**src/common/gstmr_consts.vh**
```
// register offsets, field positions, reset values and timing counts of the gated timer
`ifndef GSTMR_CONSTS_VH
`define GSTMR_CONSTS_VH
// register offsets
`define GSTMR_ADDR_CTRL 4'h0
`define GSTMR_ADDR_GATE 4'h1
`define GSTMR_ADDR_CNT_LO 4'h2
`define GSTMR_ADDR_CNT_HI 4'h3
`define GSTMR_ADDR_CMP_LO 4'h4
`define GSTMR_ADDR_CMP_HI 4'h5
`define GSTMR_ADDR_FLAGS 4'h6
`define GSTMR_ADDR_CCP 4'h7
// control register fields
`define GSTMR_CS_HI 7
`define GSTMR_CS_LO 6
`define GSTMR_PS_HI 5
`define GSTMR_PS_LO 4
`define GSTMR_SOSC_BIT 3
`define GSTMR_SYNC_BIT 2
`define GSTMR_ON_BIT 0
// gate register fields
`define GSTMR_GE_BIT 7
`define GSTMR_GPOL_BIT 6
`define GSTMR_GTM_BIT 5
`define GSTMR_GSPM_BIT 4
`define GSTMR_GO_BIT 3
`define GSTMR_GVAL_BIT 2
`define GSTMR_GSS_HI 1
`define GSTMR_GSS_LO 0
// flag register fields (overflow and gate event write one to clear)
`define GSTMR_OVF_BIT 0
`define GSTMR_GEV_BIT 1
`define GSTMR_CMP_BIT 2
// capture/compare control fields
`define GSTMR_CCP_CMP_EN 0
`define GSTMR_CCP_SPECIAL 1
`define GSTMR_CCP_CAP_EN 2
// clock source codes
`define GSTMR_CS_INSTR 2'h0
`define GSTMR_CS_SYS 2'h1
`define GSTMR_CS_EXT 2'h2
`define GSTMR_CS_SENSE 2'h3
// gate source codes
`define GSTMR_GS_PIN 2'h0
`define GSTMR_GS_T8OVF 2'h1
`define GSTMR_GS_PMATCH 2'h2
`define GSTMR_GS_P10 2'h3
// reset values
`define GSTMR_RST_BYTE 8'h00
`define GSTMR_RST_WORD 16'h0000
// instruction clock is system clock divided by four
`define GSTMR_INSTR_DIV 2'h3
`endif

```
**src/hw/gstmr_timer.v**
```verilog
// gated sixteen bit timer with prescaler, gate unit and compare time base
`default_nettype none
`include "gstmr_consts.vh"

// What this block does
// counter value offered to capture unit
// compare match raises event when equal
// special event trigger clears whole counter
// trigger clear never sets overflow flag
// software counter write beats trigger clear
// trigger dependable only synced instruction clock
// external clock needs falling edge first
// clock source field selects four sources
// oscillator enable picks pin or crystal
// prescale divides by one two four eight
// oscillator enable drives oscillator circuit
// sync disable bypasses external clock sync; the code still takes the synchronised pin level
// timer on enables, off clears toggle
// gate enable makes counting gate dependent
// polarity selects active high or low
// toggle mode flip-flop, cleared when off
// single pulse mode controls the gate
// go done reads armed, hardware clears
// gate value bit shows gate level
// gate source field selects four sources
// writable bits reset to zero
// unimplemented control bit reads zero
// go done clears at pulse trailing edge
// gate value falling edge sets flag
// rollover to zero sets overflow flag
// eight bit overflow gives gate pulse
// counter visible as high, low bytes
module gstmr_timer (
  // clock and reset
  input wire sys_clk,
  input wire rstn,
  // register port
  input wire [3:0] reg_addr,
  input wire [7:0] reg_wdata,
  input wire reg_wr,
  input wire reg_rd,
  output reg [7:0] reg_rdata,
  // clock pins and oscillators
  input wire external_clock_pin,
  input wire crystal_clk,
  input wire sensing_oscillator,
  output reg secondary_osc_enable,
  // gate sources
  input wire gate_pin,
  input wire timer8_overflow,
  input wire period_match,
  input wire period10_match,
  // capture event from capture unit
  input wire capture_event,
  // time base outputs
  output reg [15:0] counter_pair,
  output reg [15:0] capture_value,
  output reg compare_event,
  output reg overflow_flag,
  output reg gate_event_flag
);
  reg [7:0] ctrl;
  reg [7:0] gate_ctrl;
  reg [15:0] cmp_pair;
  reg [2:0] ccp_ctrl;
  reg [1:0] rst_pipe;
  wire rst_n = rst_pipe[1];

  // =========================================
  // reset release through two flops
  always @(posedge sys_clk or negedge rstn) begin
    if (!rstn) begin
      rst_pipe <= 2'h0;
    end else begin
      rst_pipe <= {rst_pipe[0], 1'b1};
    end
  end

  // =========================================
  // synchronisers for every outside level
  wire ext_lvl, ext_rise, ext_fall;
  wire xtal_lvl, xtal_rise, xtal_fall;
  wire sns_lvl, sns_rise, sns_fall;
  wire gpin_lvl, gpin_rise, gpin_fall;
  wire t8_lvl, t8_rise, t8_fall;
  wire pm_lvl, pm_rise, pm_fall;
  wire p10_lvl, p10_rise, p10_fall;
  wire cap_lvl, cap_rise, cap_fall;
  gstmr_edge_sync u_ext (.sys_clk(sys_clk), .rst_n(rst_n), .async_in(external_clock_pin),
    .level(ext_lvl), .rise(ext_rise), .fall(ext_fall));
  gstmr_edge_sync u_xtal (.sys_clk(sys_clk), .rst_n(rst_n), .async_in(crystal_clk),
    .level(xtal_lvl), .rise(xtal_rise), .fall(xtal_fall));
  gstmr_edge_sync u_sns (.sys_clk(sys_clk), .rst_n(rst_n), .async_in(sensing_oscillator),
    .level(sns_lvl), .rise(sns_rise), .fall(sns_fall));
  gstmr_edge_sync u_gpin (.sys_clk(sys_clk), .rst_n(rst_n), .async_in(gate_pin),
    .level(gpin_lvl), .rise(gpin_rise), .fall(gpin_fall));
  gstmr_edge_sync u_t8 (.sys_clk(sys_clk), .rst_n(rst_n), .async_in(timer8_overflow),
    .level(t8_lvl), .rise(t8_rise), .fall(t8_fall));
  gstmr_edge_sync u_pm (.sys_clk(sys_clk), .rst_n(rst_n), .async_in(period_match),
    .level(pm_lvl), .rise(pm_rise), .fall(pm_fall));
  gstmr_edge_sync u_p10 (.sys_clk(sys_clk), .rst_n(rst_n), .async_in(period10_match),
    .level(p10_lvl), .rise(p10_rise), .fall(p10_fall));
  gstmr_edge_sync u_cap (.sys_clk(sys_clk), .rst_n(rst_n), .async_in(capture_event),
    .level(cap_lvl), .rise(cap_rise), .fall(cap_fall));

  // =========================================
  // control fields
  wire [1:0] clock_source_select = ctrl[`GSTMR_CS_HI:`GSTMR_CS_LO];
  wire [1:0] input_prescale_select = ctrl[`GSTMR_PS_HI:`GSTMR_PS_LO];
  wire ext_clock_sync_disable = ctrl[`GSTMR_SYNC_BIT];
  wire timer_on = ctrl[`GSTMR_ON_BIT];
  wire gate_enable = gate_ctrl[`GSTMR_GE_BIT];
  wire gate_polarity = gate_ctrl[`GSTMR_GPOL_BIT];
  wire gate_toggle_mode = gate_ctrl[`GSTMR_GTM_BIT];
  wire gate_single_pulse_mode = gate_ctrl[`GSTMR_GSPM_BIT];
  wire [1:0] gate_source_select = gate_ctrl[`GSTMR_GSS_HI:`GSTMR_GSS_LO];

  // =========================================
  // external edge rebuilt from the synchronised pin level when sync is off; the pin
  // still passes both synchroniser flops, so the sync is not bypassed
  reg ext_raw_last;
  reg ext_armed;
  reg [1:0] instr_div;
  always @(posedge sys_clk or negedge rst_n) begin
    if (!rst_n) begin
      ext_raw_last <= 1'b0;
      instr_div <= 2'h0;
    end else begin
      ext_raw_last <= ext_lvl;
      instr_div <= instr_div + 2'h1;
    end
  end

  // pick rising edge of selected source
  reg src_rise;
  reg src_fall;
  always @* begin
    src_rise = 1'b0;
    src_fall = 1'b0;
    case (clock_source_select)
      `GSTMR_CS_INSTR: src_rise = (instr_div == `GSTMR_INSTR_DIV);
      `GSTMR_CS_SYS: src_rise = 1'b1;
      `GSTMR_CS_EXT: begin
        if (secondary_osc_enable) begin
          src_rise = xtal_rise;
          src_fall = xtal_fall;
        end else if (ext_clock_sync_disable) begin
          src_rise = ext_lvl & ~ext_raw_last;
          src_fall = ~ext_lvl & ext_raw_last;
        end else begin
          src_rise = ext_rise;
          src_fall = ext_fall;
        end
      end
      `GSTMR_CS_SENSE: begin
        src_rise = sns_rise;
        src_fall = sns_fall;
      end
      default: src_rise = 1'b0;
    endcase
  end

  // external counting waits for a falling edge before the first increment
  wire ext_mode = clock_source_select[1];
  always @(posedge sys_clk or negedge rst_n) begin
    if (!rst_n) begin
      ext_armed <= 1'b0;
    end else if (!ext_mode || !timer_on) begin
      ext_armed <= 1'b0;
    end else if (src_fall) begin
      ext_armed <= 1'b1;
    end
  end
  wire clk_edge = src_rise & (!ext_mode | ext_armed);

  // =========================================
  // prescaler, cleared while off so the first tick is aligned
  reg [2:0] pre_cnt;
  reg pre_tick;
  always @* begin
    case (input_prescale_select)
      2'h0: pre_tick = clk_edge;
      2'h1: pre_tick = clk_edge & (pre_cnt[0] == 1'b1);
      2'h2: pre_tick = clk_edge & (pre_cnt[1:0] == 2'h3);
      2'h3: pre_tick = clk_edge & (pre_cnt == 3'h7);
      default: pre_tick = 1'b0;
    endcase
  end
  always @(posedge sys_clk or negedge rst_n) begin
    if (!rst_n) begin
      pre_cnt <= 3'h0;
    end else if (!timer_on) begin
      pre_cnt <= 3'h0;
    end else if (clk_edge) begin
      pre_cnt <= pre_cnt + 3'h1;
    end
  end

  // =========================================
  // gate source mux; the 8-bit overflow arrives as a rising pulse
  reg gsrc;
  reg gsrc_rise;
  always @* begin
    case (gate_source_select)
      `GSTMR_GS_PIN: begin
        gsrc = gpin_lvl;
        gsrc_rise = gpin_rise;
      end
      `GSTMR_GS_T8OVF: begin
        gsrc = t8_lvl;
        gsrc_rise = t8_rise;
      end
      `GSTMR_GS_PMATCH: begin
        gsrc = pm_lvl;
        gsrc_rise = pm_rise;
      end
      `GSTMR_GS_P10: begin
        gsrc = p10_lvl;
        gsrc_rise = p10_rise;
      end
      default: begin
        gsrc = 1'b0;
        gsrc_rise = 1'b0;
      end
    endcase
  end

  // toggle flop, held clear when toggle mode or timer is off
  reg gate_toggle;
  always @(posedge sys_clk or negedge rst_n) begin
    if (!rst_n) begin
      gate_toggle <= 1'b0;
    end else if (!gate_toggle_mode || !timer_on) begin
      gate_toggle <= 1'b0;
    end else if (gsrc_rise) begin
      gate_toggle <= ~gate_toggle;
    end
  end

  // polarity applied after optional toggle
  wire gate_stage = gate_toggle_mode ? gate_toggle : gsrc;
  wire gate_active = gate_polarity ? gate_stage : ~gate_stage;

  // single pulse: armed by go, opened on active edge, done on trailing edge
  reg sp_open;
  reg gate_active_last;
  wire sp_lead = gate_active & ~gate_active_last;
  wire sp_trail = ~gate_active & gate_active_last;
  wire go_done = gate_ctrl[`GSTMR_GO_BIT];
  wire gate_value = gate_single_pulse_mode ? (gate_active & sp_open) : gate_active;
  always @(posedge sys_clk or negedge rst_n) begin
    if (!rst_n) begin
      sp_open <= 1'b0;
      gate_active_last <= 1'b0;
    end else begin
      gate_active_last <= gate_active;
      if (!gate_single_pulse_mode || !go_done) begin
        sp_open <= 1'b0;
      end else if (sp_lead) begin
        sp_open <= 1'b1;
      end
    end
  end
  wire sp_done = gate_single_pulse_mode & go_done & sp_open & sp_trail;

  // gate value status and falling edge event
  reg gval;
  always @(posedge sys_clk or negedge rst_n) begin
    if (!rst_n) begin
      gval <= 1'b0;
    end else begin
      gval <= gate_value;
    end
  end
  wire gate_fall = gval & ~gate_value;

  // count qualifier
  wire count_en = timer_on & (!gate_enable | gate_value);
  wire inc = count_en & pre_tick;

  // =========================================
  // register decode
  wire wr_ctrl = reg_wr && (reg_addr == `GSTMR_ADDR_CTRL);
  wire wr_gate = reg_wr && (reg_addr == `GSTMR_ADDR_GATE);
  wire wr_lo = reg_wr && (reg_addr == `GSTMR_ADDR_CNT_LO);
  wire wr_hi = reg_wr && (reg_addr == `GSTMR_ADDR_CNT_HI);
  wire wr_flags = reg_wr && (reg_addr == `GSTMR_ADDR_FLAGS);
  wire cmp_match = (counter_pair == cmp_pair);
  wire special = ccp_ctrl[`GSTMR_CCP_CMP_EN] & ccp_ctrl[`GSTMR_CCP_SPECIAL] & cmp_match;

  // control registers, control bit 1 and gate bit 2 never stored
  always @(posedge sys_clk or negedge rst_n) begin
    if (!rst_n) begin
      ctrl <= `GSTMR_RST_BYTE;
      gate_ctrl <= `GSTMR_RST_BYTE;
      cmp_pair <= `GSTMR_RST_WORD;
      ccp_ctrl <= 3'h0;
      secondary_osc_enable <= 1'b0;
    end else begin
      if (wr_ctrl) begin
        ctrl <= reg_wdata & 8'hFD;
      end
      secondary_osc_enable <= ctrl[`GSTMR_SOSC_BIT];
      if (wr_gate) begin
        gate_ctrl <= {reg_wdata[7:3], 1'b0, reg_wdata[1:0]};
      end else if (sp_done || !gate_single_pulse_mode) begin
        gate_ctrl[`GSTMR_GO_BIT] <= 1'b0; // hardware clear
      end
      if (reg_wr && reg_addr == `GSTMR_ADDR_CMP_LO) begin
        cmp_pair[7:0] <= reg_wdata;
      end
      if (reg_wr && reg_addr == `GSTMR_ADDR_CMP_HI) begin
        cmp_pair[15:8] <= reg_wdata;
      end
      if (reg_wr && reg_addr == `GSTMR_ADDR_CCP) begin
        ccp_ctrl <= reg_wdata[2:0];
      end
    end
  end

  // counter: byte write beats trigger, trigger clear has no overflow
  // trigger only reliable with synced instruction clock, software's duty
  always @(posedge sys_clk or negedge rst_n) begin
    if (!rst_n) begin
      counter_pair <= `GSTMR_RST_WORD;
    end else if (wr_lo || wr_hi) begin
      if (wr_lo) begin
        counter_pair[7:0] <= reg_wdata;
      end
      if (wr_hi) begin
        counter_pair[15:8] <= reg_wdata;
      end
    end else if (special) begin
      counter_pair <= `GSTMR_RST_WORD;
    end else if (inc) begin
      counter_pair <= counter_pair + 16'h0001;
    end
  end
  wire rollover = inc & !wr_lo & !wr_hi & !special & (counter_pair == 16'hFFFF);

  // sticky overflow and gate event flags, set wins over write-one-to-clear; compare event follows the match
  always @(posedge sys_clk or negedge rst_n) begin
    if (!rst_n) begin
      overflow_flag <= 1'b0;
      gate_event_flag <= 1'b0;
      compare_event <= 1'b0;
      capture_value <= `GSTMR_RST_WORD;
    end else begin
      overflow_flag <= rollover | (overflow_flag & ~(wr_flags & reg_wdata[`GSTMR_OVF_BIT]));
      gate_event_flag <= gate_fall | (gate_event_flag & ~(wr_flags & reg_wdata[`GSTMR_GEV_BIT]));
      compare_event <= ccp_ctrl[`GSTMR_CCP_CMP_EN] & cmp_match;
      if (ccp_ctrl[`GSTMR_CCP_CAP_EN] && cap_rise) begin
        capture_value <= counter_pair;
      end
    end
  end

  // =========================================
  // read data one cycle after the strobe, zero otherwise
  always @(posedge sys_clk or negedge rst_n) begin
    if (!rst_n) begin
      reg_rdata <= `GSTMR_RST_BYTE;
    end else if (reg_rd) begin
      case (reg_addr)
        `GSTMR_ADDR_CTRL: reg_rdata <= ctrl & 8'hFD;
        `GSTMR_ADDR_GATE: reg_rdata <= {gate_ctrl[7:3], gval, gate_ctrl[1:0]};
        `GSTMR_ADDR_CNT_LO: reg_rdata <= counter_pair[7:0];
        `GSTMR_ADDR_CNT_HI: reg_rdata <= counter_pair[15:8];
        `GSTMR_ADDR_CMP_LO: reg_rdata <= cmp_pair[7:0];
        `GSTMR_ADDR_CMP_HI: reg_rdata <= cmp_pair[15:8];
        `GSTMR_ADDR_FLAGS: reg_rdata <= {5'h00, compare_event, gate_event_flag, overflow_flag};
        `GSTMR_ADDR_CCP: reg_rdata <= {5'h00, ccp_ctrl};
        default: reg_rdata <= `GSTMR_RST_BYTE;
      endcase
    end else begin
      reg_rdata <= `GSTMR_RST_BYTE;
    end
  end
endmodule
`default_nettype wire

```
**src/hw/gstmr_edge_sync.v**
```verilog
// two-stage synchroniser with rising and falling edge pulses
`default_nettype none
module gstmr_edge_sync (
  // clock and reset
  input wire sys_clk,
  input wire rst_n,
  // asynchronous level in
  input wire async_in,
  // synchronised level and edges out
  output reg level,
  output wire rise,
  output wire fall
);
  reg meta;
  reg last;

  // =========================================
  // meta is read by level only, edges come from later stages
  always @(posedge sys_clk or negedge rst_n) begin
    if (!rst_n) begin
      meta <= 1'b0;
      level <= 1'b0;
      last <= 1'b0;
    end else begin
      meta <= async_in;
      level <= meta;
      last <= level;
    end
  end

  assign rise = level & ~last;
  assign fall = ~level & last;
endmodule
`default_nettype wire

```
**config.mk**
```make
export PLATFORM = sky130hd
export DESIGN_NAME = gstmr_timer
export DESIGN_NICKNAME = d
export VERILOG_FILES = /design/src/hw/gstmr_timer.v /design/src/hw/gstmr_edge_sync.v
export VERILOG_INCLUDE_DIRS = /design/src /design/src/common
export SDC_FILE = /design/constraint.sdc
export NUM_CORES = 1
export LEC_CHECK = 0
export ABC_AREA = 1
export ABC_CLOCK_PERIOD_IN_PS = 8470
export CAP_MARGIN = 0
export CORE_MARGIN = 8
export CORE_UTILIZATION = 60
export DETAILED_ROUTE_END_ITERATION = 10
export DONT_BUFFER_PORTS = 1
export GPL_TIMING_DRIVEN = 0
export PLACE_DENSITY = 0.88
export SETUP_SLACK_MARGIN = 0.5
export SYNTH_ARGS = -nofsm -noshare
export SYNTH_HDL_FRONTEND = slang
export SYNTH_SLANG_ARGS = --single-unit
```
**constraint.sdc**
```tcl
create_clock -name sys_clk -period 8.47 [get_ports sys_clk]
set_input_delay 1.694 -clock sys_clk [delete_from_list [all_inputs] [get_ports sys_clk]]
set_output_delay 1.694 -clock sys_clk [all_outputs]
set_load 0.03 [all_outputs]
```
== Yosys cells after proc, flatten, opt, wreduce, memory -nomap -nowiden ==
Cells that the tools add are included.
Word-level totals
  flip-flop bits (word level): 113
  input bits: 24
  output and inout port bits: 44
  logic and storage cells: 191
Cells by class
  add/subtract/negate cells: 3
  equal/unequal tests: 24
  multiplexer cells: 27
  bitwise operators: 57
  reductions and logical operators: 34
Operator list (count)
  $pmux W8 S8: 1
  $mux W16: 3
  $and A1 B1 Y1: 35
  $mux W8: 3
  $not A1 Y1: 18
  $add A16 B1 Y16 const B: 1
  $eq A16 B16 Y1: 1
  $eq A16 B16 Y1 const B: 1
  $eq A2 B2 Y1 const B: 8
  $eq A4 B3 Y1 const B: 4
  $pmux W1 S4: 4
  $mux W1: 13
  $logic_and A1 B1 Y1: 9
  $logic_not A1 Y1: 9
  $eq A4 B2 Y1 const B: 2
  $reduce_bool A2 Y1: 4
  $eq A2 B1 Y1 const B: 3
  $logic_not A2 Y1: 3
  $mux W3: 2
  $logic_or A1 B1 Y1: 5
  $eq A4 B1 Y1 const B: 1
  $logic_not A4 Y1: 1
  $ne A2 B2 Y1 const B: 2
  $or A1 B1 Y1: 4
  other kinds (7): 8

== Longest topological paths before layout ==
Gate-level depths: netlist (run 1).
  word-level depth: 15
  mapped depth: 14
  mapped depth without buffers: 14

== Hierarchy ==
A second synthesis (run 1) with hierarchy kept.
Unflattened totals
  cell total of the unflattened synthesis: 693
  area total of the unflattened synthesis: 5760.5 um^2
Modules (own cells, without submodules)
  gstmr_timer: times used 1, cells an instance 637, area an instance 5039.8 um^2, sequential area each 2252.2 um^2
  gstmr_edge_sync: times used 8, cells an instance 7, area an instance 90.1 um^2, sequential area each 75.1 um^2

== Least setup slack after synthesis (run 1) ==
OpenSTA, ideal clock, no wires.
  path type: in2reg
  from: in reg_addr[3]
  to: reg counter_pair[5]
  library setup time: 118 ps
  arrival time: 2812 ps
  data required time: 8352 ps
  setup slack: 5540 ps
  stages: 10
  buffers on the path: 1
  path through: or2_4 -> nor3_4 -> nand2_4 -> nand2_8 -> inv_6 -> buf_6 -> nand3_1 -> o21ai_1 -> nand2_1 -> nand2_1
Between the ends
  word-level cells in the longest chain between the ends: 5
  elaborated cells on any way between the ends: 9
  classes of those cells: 3 x eq/ne; 1 x mux; 5 x reduce/logical
RTL lines
  start: declaration: line gstmr_timer.v:38  | input wire [3:0] reg_addr,
  $eq A4 B2 Y1
  $logic_and A1 B1 Y1, on equally long branches: line gstmr_timer.v:285, gstmr_timer.v:286
  $logic_or A1 B1 Y1: line gstmr_timer.v:326  | end else if (wr_lo || wr_hi) begin
  $ne A2 B2 Y1 (no line) or $reduce_bool A3 Y1 (tied branches)
  $reduce_and A2 Y1 (no line)
  end signal: assignment: line gstmr_timer.v:325  | counter_pair <= `GSTMR_RST_WORD;
  end signal: assignment: line gstmr_timer.v:328  | counter_pair[7:0] <= reg_wdata;
  end signal: assignment: line gstmr_timer.v:334  | counter_pair <= `GSTMR_RST_WORD;
  end: declaration: line gstmr_timer.v:56  | output reg [15:0] counter_pair,
Parallel ways exist; a longest one is shown, timed or not.
A chain may end at the register's enable or synchronous reset.

== Worst setup path after layout (run 1) ==
  from: reg counter_pair[8]
  to: out counter_pair[8]
RTL lines
  start signal: assignment: line gstmr_timer.v:325
  start signal: assignment: line gstmr_timer.v:331  | counter_pair[15:8] <= reg_wdata;
  start signal: assignment: line gstmr_timer.v:334
No word-level cell between the ends.

==> impl_metrics.ini, run 1 <==
[setup_path]
crit_type = reg2out
end_kind = primary output
critPathRequiredTime_ns = 6.78
r2r_start = counter_pair[1]$_DFFE_PN0P_
r2r_slack_ns = 6.25
crit_arrival_ns = 1.24
rr_worst_depth = 11
start_kind = flop
crit_path_max_fanout = 7
timing.rr.end = counter_pair[14]$_DFFE_PN0P_

[power]
pwr-share-comb_pct = 23.3
p_seq_share_pct = 43.5
clkPwrFrac_pct = 33.2
sw_frac_of_total_pct = 41.0
net-switching-power_uw = 856
ir_drop_mv = 0.177
power_density_nw_per_um2 = 334
internal-power_uw = 1230
p_total_uw = 2090
p_leak_uw = 0.00307

[cells_and_area]
regArea_sq_um = 2830
fillers = 750
drive_above_1_share_pct = 10.3
final_net_count = 705
area_growth_pct = 13.4
final_cell_area_sq_um = 6260
multiInputGateArea_sq_um = 2270
antenna_cells = 0

[timing]
worst_pin_slew_ns = 0.779
drv_slew = 0
final-setup-viol-count = 0
fin_worst_skew_ns = 0.00815
max_freq_mhz = 341
hold_viol = 0
post-route-period-util_pct = 34.6
rsz0062_at_grt = no
fin_crit_ns = 2.93
relSlewSlack_pct = 48.1
tns_ns = 0

[placement]
dp_hpwl_mm = 12.5
placed_area_sq_um = 5690
port_buffers = 0
gp_congestion = 0.959

[synthesis]
yosys.area.top_type = dfrtp_1
synthTopCellsByCount = 167 x nand2_1, 113 x dfrtp_1, 73 x inv_1, 64 x o21ai_0, 56 x nor2_1
yosys-top-cells-area = dfrtp_1 51%, nand2_1 11%, o21ai_0 5.8%
async_reset_ff_share_pct = 100
synth_seq_cells = 113
ys_warn_count = 0
syn_area_per_cell_sq_um = 8.40
yosysTopAreaCellShare_pct = 51.2
synth_edf_count = 0
synth_seq_area_share_pct = 51.2
syn_area_sq_um = 5520
synth_nets = 685
synth_most_common_cell = nand2_1
synth_flop_cell = dfrtp_1
ys_types = 45
synthCells = 657

[routing]
finalWirelength_mm = 16.6
vias = 4884
firstDrtPassIters = 6
ant_nets = 0
drc_errors = 0
post_drt_wl_per_cell_um = 20.8
viasPerCell = 6.10
drt_iter0_markers = 484

[floorplanning]
io_pins = 68
core_area_sq_um = 9060
die_area_sq_um = 12500
rows = 35
die-height_um = 112
die_x_um = 112
start_util_pct = 60.9

[run]
cap_viol_max_count = 0

[global_routing]
grt_pass1_wl_mm = 25.9
groute.usage.overall_pct = 27.0
grt_pass1_vias = 4720
gr-total-overflow = 0
antenna_found_initial = 0
grt_max_degree = 60

[clock_tree]
post_cts_buffers = 0
post_cts_resized = 0
path_clk_slew_ns = 0.06
cts_made_buffers = 17
clockRootBuffer = clkbuf_8
htreeDepth = 4
tritoncts = yes
cts_buffer_depth = 2
clock_sinks = 113
ctsHoldBuffers = 0
insertion_delay_ns = 0.52

[hold_path]
holdPathStages = 0
min_from = u_pm.meta$_DFF_PN0_
hold_path_class = reg2reg
min_to = u_pm.level$_DFF_PN0_

[status]
status = finished clean
[worst max path at each step]
| stage | from | to | slack, ns | depth (start not counted) |
|---|---|---|---|---|
| 2_1_floorplan | rst_pipe[1]$_DFF_PN0_ | capture_value[0]$_DFFE_PN0P_ | 5.09 | 0 |
| 3_3_place_gp | rst_pipe[1]$_DFF_PN0_ | capture_value[9]$_DFFE_PN0P_ | 4.14 | 0 |
| 3_5_place_dp | reg_addr[3] | counter_pair[5]$_DFFE_PN0P_ | 5.29 | 10 |
| 4_1_cts | counter_pair[8]$_DFFE_PN0P_ | counter_pair[8] | 5.54 | 0 |
| 5_1_grt | counter_pair[8]$_DFFE_PN0P_ | counter_pair[8] | 5.53 | 0 |
| 6_report | counter_pair[8]$_DFFE_PN0P_ | counter_pair[8] | 5.54 | 0 |
[cell families after synthesis]
family / synth area share, %
buffers and inverters: 7.64
AO/OA/AOI/OAI: 11.8
XOR/XNOR: 1.75
adder cells (fa/ha/maj): 0.907
other: 0.0680
flip-flops: 51.2
AND/OR/NAND/NOR: 26.6
[registers in the layout (all words and copies together), names as in the netlist, 2 cells and up]
name / count
capture_value: 16
cmp_pair: 16
counter_pair: 16
reg_rdata: 8
ctrl: 7
gate_ctrl: 7
ccp_ctrl: 3
pre_cnt: 3
instr_div: 2
rst_pipe: 2
[routing by layer]
| metal | vias up | share of wire, % | track usage [%] |
|---|---|---|---|
| met2 | 277 | 45 | 41.3 |
| met1 | 2360 | 41 | 35.1 |
| met5 | - | 0 | 0 |
| met4 | 0 | 2.3 | 9.30 |
| met3 | 36 | 11 | 8.98 |
| li1 | 2211 | - | - |
[layout make-up]
type                       count  share of cell area (%)
buffer                        15                    1.74
clock buffer                  18                    6.68
clock inverter                14                    2.46
inverter                      82                    5.00
multi-input combinational    447                    36.2
sequential                   113                    45.2
tap                          111                    2.22
timing repair buffer           1                   0.440
[placed cells by master, fill, tap and decap left out, types with 3 or more instances in the layout]
master | Yosys | layout
dfrtp_1 | 113 | 112
a21oi_1 | 10 | 10
a221oi_1 | 5 | 5
o21ai_1 | 10 | 10
nor3_2 | 3 | 3
nand4_1 | 13 | 13
nand3_2 | 3 | 3
inv_1 | 73 | 73
xor2_1 | 9 | 9
nand2_1 | 167 | 167
nand2_2 | 3 | 3
nand3_1 | 45 | 45
nor3_1 | 9 | 9
clkbuf_16 | 0 | 16
buf_6 | 3 | 3
clkinvlp_4 | 0 | 3
nor2_1 | 56 | 56
clkbuf_1 | 7 | 8
inv_2 | 8 | 8
inv_6 | 1 | 6
nand3b_1 | 4 | 4
o21ai_0 | 64 | 64
nand2_4 | 4 | 4
o22ai_1 | 10 | 10
ha_1 | 4 | 4
a2111oi_0 | 4 | 4
nor3_4 | 3 | 3
[per-stage QoR]
step                setup slack (ns)  hold WS, ns  instances  utilization (%)
floorplan                       5.09        0.331        657                -
global placement                4.14        0.331        768             62.4
detailed placement              5.29        0.335        769             62.7
CTS                             5.54        0.349        801             69.1
global route                    5.53        0.354        801             69.1
finish                          5.54        0.348        801             69.1
[power groups by stage]
stage          Combinational [uW]  Sequential, uW  Clock (uW)
6_report                      487             908         694
3_5_place_dp                  474             918           0
2_1_floorplan                 349             869           0
3_3_place_gp                  461             918           0
4_1_cts                       477             908         695
5_1_grt                       542             922         722
Power figures use the tool's default switching activity.
==> inputs of run 2 (changes only) <==
Settings changed: ABC_CLOCK_PERIOD_IN_PS 8470 to 2990.
Clock period 8.47 ns to 2.99 ns, I/O delays scaled along.
==> run 2 against run 1 <==
  * Clock power rose to 3.2 times the previous value
  * First-iteration DRC count down 11%
  * Cell count up 0.12%
  * Critical endpoint is now counter_pair[1]$_DFFE_PN0P_
  * Setup slack got worse by 4.9 ns
==> impl_metrics.ini, run 2 (same netlist as run 1, synthesis figures left out) <==
[timing]
post-route-period-util_pct = 78.0
final-setup-viol-count = 0
rsz0062_at_grt = no
relSlewSlack_pct = 51.3
worst_pin_slew_ns = 0.731
max_freq_mhz = 429
tns_ns = 0
fin_crit_ns = 2.33
fin_worst_skew_ns = 0.0107
drv_slew = 0
hold_viol = 0

[routing]
drt_iter0_markers = 431
finalWirelength_mm = 17.1
vias = 4870
drc_errors = 0
viasPerCell = 6.07
firstDrtPassIters = 6
ant_nets = 0
post_drt_wl_per_cell_um = 21.3

[setup_path]
timing.rr.end = counter_pair[1]$_DFFE_PN0P_
path_delay_family = simple AND/OR/NAND/NOR gates
r2r_slack_ns = 0.66
cpMaxStageDelayCell = dfrtp_1
crit_type = reg2reg
crit_arrival_ns = 2.75
start_kind = flop
critPathRequiredTime_ns = 3.40
path_cells = inv_1, nor2_1, nor3_2, nand4_1, nor2_1, nand3_2, nand2_2, nand2_8, buf_8, nand3_1, nand2_1
cpMostUsedCell = nor2_1
critPathBufInv = 2
setup.worst_path.start = counter_pair[11]$_DFFE_PN0P_
end_kind = flop
max_stage_delay_ns = 0.55
r2r_start = counter_pair[11]$_DFFE_PN0P_
crit_path_max_fanout = 10
rr_worst_depth = 11

[floorplanning]
io_pins = 68
die-height_um = 112
rows = 35
core_area_sq_um = 9060
die_x_um = 112
die_area_sq_um = 12500
start_util_pct = 60.9

[cells_and_area]
layout_common_cells = 167 x nand2_1, 112 x dfrtp_1, 73 x inv_1, 64 x o21ai_0, 56 x nor2_1
layout_commonest_cell = nand2_1
drive_above_1_share_pct = 10.3
final_net_count = 706
multiInputGateArea_sq_um = 2270
area_growth_pct = 14.9
fillers = 685
fin_util_pct = 70.0
regArea_sq_um = 2830
final_cell_area_sq_um = 6340
reg.largest.list = capture_value x16, cmp_pair x16, counter_pair x16
stdcell_count = 802
antenna_cells = 0

[clock_tree]
clock_sinks = 113
cts_buffer_depth = 2
insertion_delay_ns = 0.52
htreeDepth = 4
post_cts_resized = 0
path_clk_slew_ns = 0.06
cts_made_buffers = 17
clockRootBuffer = clkbuf_8
tritoncts = yes

[status]
status = finished clean

[hold_path]
min_to = u_t8.meta$_DFF_PN0_
min_from = timer8_overflow
holdPathStages = 0
hold_path_class = in2reg

[power]
power_density_nw_per_um2 = 977
ir_drop_mv = 0.740
p_leak_uw = 0.00312

[placement]
gp_congestion = 0.976
port_buffers = 0
dp_hpwl_mm = 12.7
placedCellCount = 769
placed_area_sq_um = 5690

[global_routing]
grt_max_degree = 58
grt_pass1_vias = 4723
gr-total-overflow = 0
grt_pass1_wl_mm = 26.6
groute.usage.overall_pct = 27.9
antenna_found_initial = 0

[run]
cap_viol_max_count = 0
run 2: what timing repair did:
| item | CTS | global route |
|---|---|---|
| setup buffers | 0 | 0 |
| endpoints found under the hold margin | 2 | 0 |
| hold buffers | 1 | 0 |
run 2: metal layers:
layer,global-route usage (%),up-vias,share of wire (%)
met3,9.25,30,11
met1,36.9,2345,41
li1,-,2209,-
met2,42.1,286,46
met4,9.39,0,1.9
met5,0,-,0
run 2: worst max path at each step:
stage,endpoint,slack [ns],depth (start not counted)
global placement,ccp_ctrl[0]$_DFFE_PN0P_,0.61,0
CTS,counter_pair[1]$_DFFE_PN0P_,0.76,11
finish,counter_pair[1]$_DFFE_PN0P_,0.66,11
floorplan,capture_value[0]$_DFFE_PN0P_,1.10,0
detailed placement,counter_pair[1]$_DFFE_PN0P_,0.78,11
global route,counter_pair[15]$_DFFE_PN0P_,0.59,11
run 2: report_power, final:
| part | internal [uW] | switching (uW) |
|---|---|---|
| sequential | 1820 | 762 |
| combinational | 473 | 916 |
| clock | 1450 | 771 |
run 2: area by class of cell:
class | count | share of cell area (%)
clock buffer | 18 | 6.59
inverter | 82 | 4.93
buffer | 15 | 1.72
clock inverter | 14 | 3.55
sequential | 113 | 44.7
tap | 111 | 2.19
multi-input combinational | 447 | 35.8
timing repair buffer | 2 | 0.592
run 2: per-stage QoR:
stage	hold slack, ns	worst slack, ns	power, uW
6_report	0.100	0.657	6200
5_1_grt	0.0915	0.595	6470
4_1_cts	0.0975	0.764	6170
3_5_place_dp	0.302	0.779	3950
3_3_place_gp	0.302	0.609	3910
2_1_floorplan	0.302	1.10	3450
==> inputs of run 3 (changes only) <==
Settings changed: ABC_CLOCK_PERIOD_IN_PS 2990 to 2110, CORE_UTILIZATION 60 to 57, PLACE_DENSITY 0.88 to 0.87.
Clock period 2.99 ns to 2.11 ns, I/O delays scaled along.
==> run 3 against run 2 <==
  * Count of clock-buffer cells in the layout is 4 higher
  * Global-route usage up 0.90 points
  * Wire length rose by 4.3%
  * Register-to-register slack worse by 0.53 ns
  * Critical endpoint is now counter_pair[12]$_DFFE_PN0P_
  * Highest routed layer unchanged
==> impl_metrics.ini, run 3 (same netlist as run 1, synthesis figures left out) <==
[cells_and_area]
fillers = 710
final_cell_area_sq_um = 6940
regArea_sq_um = 2860
layout_commonest_cell = nand2_1
layout_common_cells = 157 x nand2_1, 95 x dfrtp_1, 69 x inv_1, 63 x o21ai_0, 43 x nor2_1
antenna_cells = 0
drive_above_1_share_pct = 22.1
area_growth_pct = 25.7
multiInputGateArea_sq_um = 2500
reg.largest.list = capture_value x16, cmp_pair x16, counter_pair x16
final_net_count = 739
stdcell_count = 857

[floorplanning]
io_pins = 68
start_util_pct = 57.5
die-height_um = 114
core_area_sq_um = 9590
die_x_um = 114
die_area_sq_um = 13100
rows = 36

[clock_tree]
cts_made_buffers = 17
clockRootBuffer = clkbuf_8
tritoncts = yes
cts_buffer_depth = 2
clock_sinks = 113
htreeDepth = 4
insertion_delay_ns = 0.54
path_clk_slew_ns = 0.06

[routing]
drt_iter0_markers = 538
viasPerCell = 5.79
ant_nets = 0
finalWirelength_mm = 17.8
vias = 4966
firstDrtPassIters = 6
post_drt_wl_per_cell_um = 20.8
drc_errors = 0

[setup_path]
crit_arrival_ns = 2.45
crit_path_max_fanout = 8
crit_type = reg2reg
start_kind = flop
end_kind = flop
critPathRequiredTime_ns = 2.58
r2r_slack_ns = 0.13

[timing]
fin_crit_ns = 1.98
hold_viol = 0
max_freq_mhz = 505
drv_slew = 0
final-setup-viol-count = 0
fin_worst_skew_ns = 0.00848
tns_ns = 0
whs_ns = 0.117
setup_ws_ns = 0.129
rsz0062_at_grt = yes
worst_pin_slew_ns = 0.807
relSlewSlack_pct = 46.2
post-route-period-util_pct = 93.9

[power]
ir_drop_mv = 0.861
power_density_nw_per_um2 = 1330
p_leak_uw = 0.00331
net-switching-power_uw = 3650
p_seq_share_pct = 40.7
pwr-share-comb_pct = 27.0
clkPwrFrac_pct = 32.3
sw_frac_of_total_pct = 39.5
internal-power_uw = 5590

[global_routing]
antenna_found_initial = 0
gr-total-overflow = 0
grt_pass1_wl_mm = 27.6
grt_pass1_vias = 4944
groute.usage.overall_pct = 28.8
grt_max_degree = 58

[status]
status = finished clean

[run]
cap_viol_max_count = 0

[placement]
pre_cts_ws_ns = -0.0673
port_buffers = 0
dp_hpwl_mm = 12.5
gp_congestion = 1.02
placed_area_sq_um = 5750
placedCellCount = 790

[hold_path]
hold_path_class = in2async
==> run 3: per-stage QoR <==
stage,power (uW),utilization [%]
after floorplan,4960,-
final,9250,72.3
after CTS,8930,70.1
after detailed placement,5670,59.9
after global placement,5620,59.9
after global routing,9670,72.3
==> run 3: path summary, 6_finish.rpt <==
| kind | start | end | cells after the start |
|---|---|---|---|
| max in group asynchronous | rst_pipe[1]$_DFF_PN0_ | counter_pair[14]$_DFFE_PN0P_ | 1 |
| min | rstn | rst_pipe[0]$_DFF_PN0_ | 1 |
| max reg2reg | counter_pair[2]$_DFFE_PN0P_ | counter_pair[12]$_DFFE_PN0P_ | 12 |
| min in group sys_clk | reg_wdata[4] | gate_ctrl[4]$_DFFE_PN0P_ | 2 |
| min reg2reg | u_p10.meta$_DFF_PN0_ | u_p10.level$_DFF_PN0_ | 0 |
| max | counter_pair[2]$_DFFE_PN0P_ | counter_pair[12]$_DFFE_PN0P_ | 12 |
==> run 3: repair_timing <==
item	CTS	global route
pin swaps	15	22
hold buffers	9	0
setup buffers	13	12
hold endpoints to repair	10	0
resized for setup	43	34
endpoints found under the setup margin	37	21
gates cloned	1	0
==> run 3: power groups by stage <==
stage / registers (uW) / clock network, uW / logic (uW)
after CTS: 3740 / 3000 / 2190
after floorplan: 3530 / 0 / 1440
after global routing: 3830 / 3110 / 2730
final: 3760 / 2980 / 2500
after detailed placement: 3740 / 0 / 1930
after global placement: 3720 / 0 / 1910
==> run 3: layout make-up <==
class	count	share of cell area, %
sequential	113	41.2
multi-input combinational	447	36.1
clock buffer	22	6.53
inverter	82	4.96
timing repair buffer	35	4.74
tap	133	2.40
clock inverter	10	2.26
buffer	15	1.82
==> run 3: critical path, stage by stage (launching register included) <==
cell and delay, ns:
dfrtp_4 0.60, inv_6 0.09, nor2_1 0.04, nor2_1 0.15, nand4_1 0.15, nor2_2 0.16, nand3_2 0.16, nand2_4 0.12
nand2_8 0.08, buf_6 0.15, nand2_8 0.08, nand2_1 0.07, nand2_1 0.06
==> run 3: layer usage <==
layer	GRT usage, %	up-vias	share of wire (%)
li1	-	2281	-
met5	0	-	0
met4	12.5	0	3.1
met1	37.3	2384	41
met3	9.18	36	11
met2	43.3	265	45
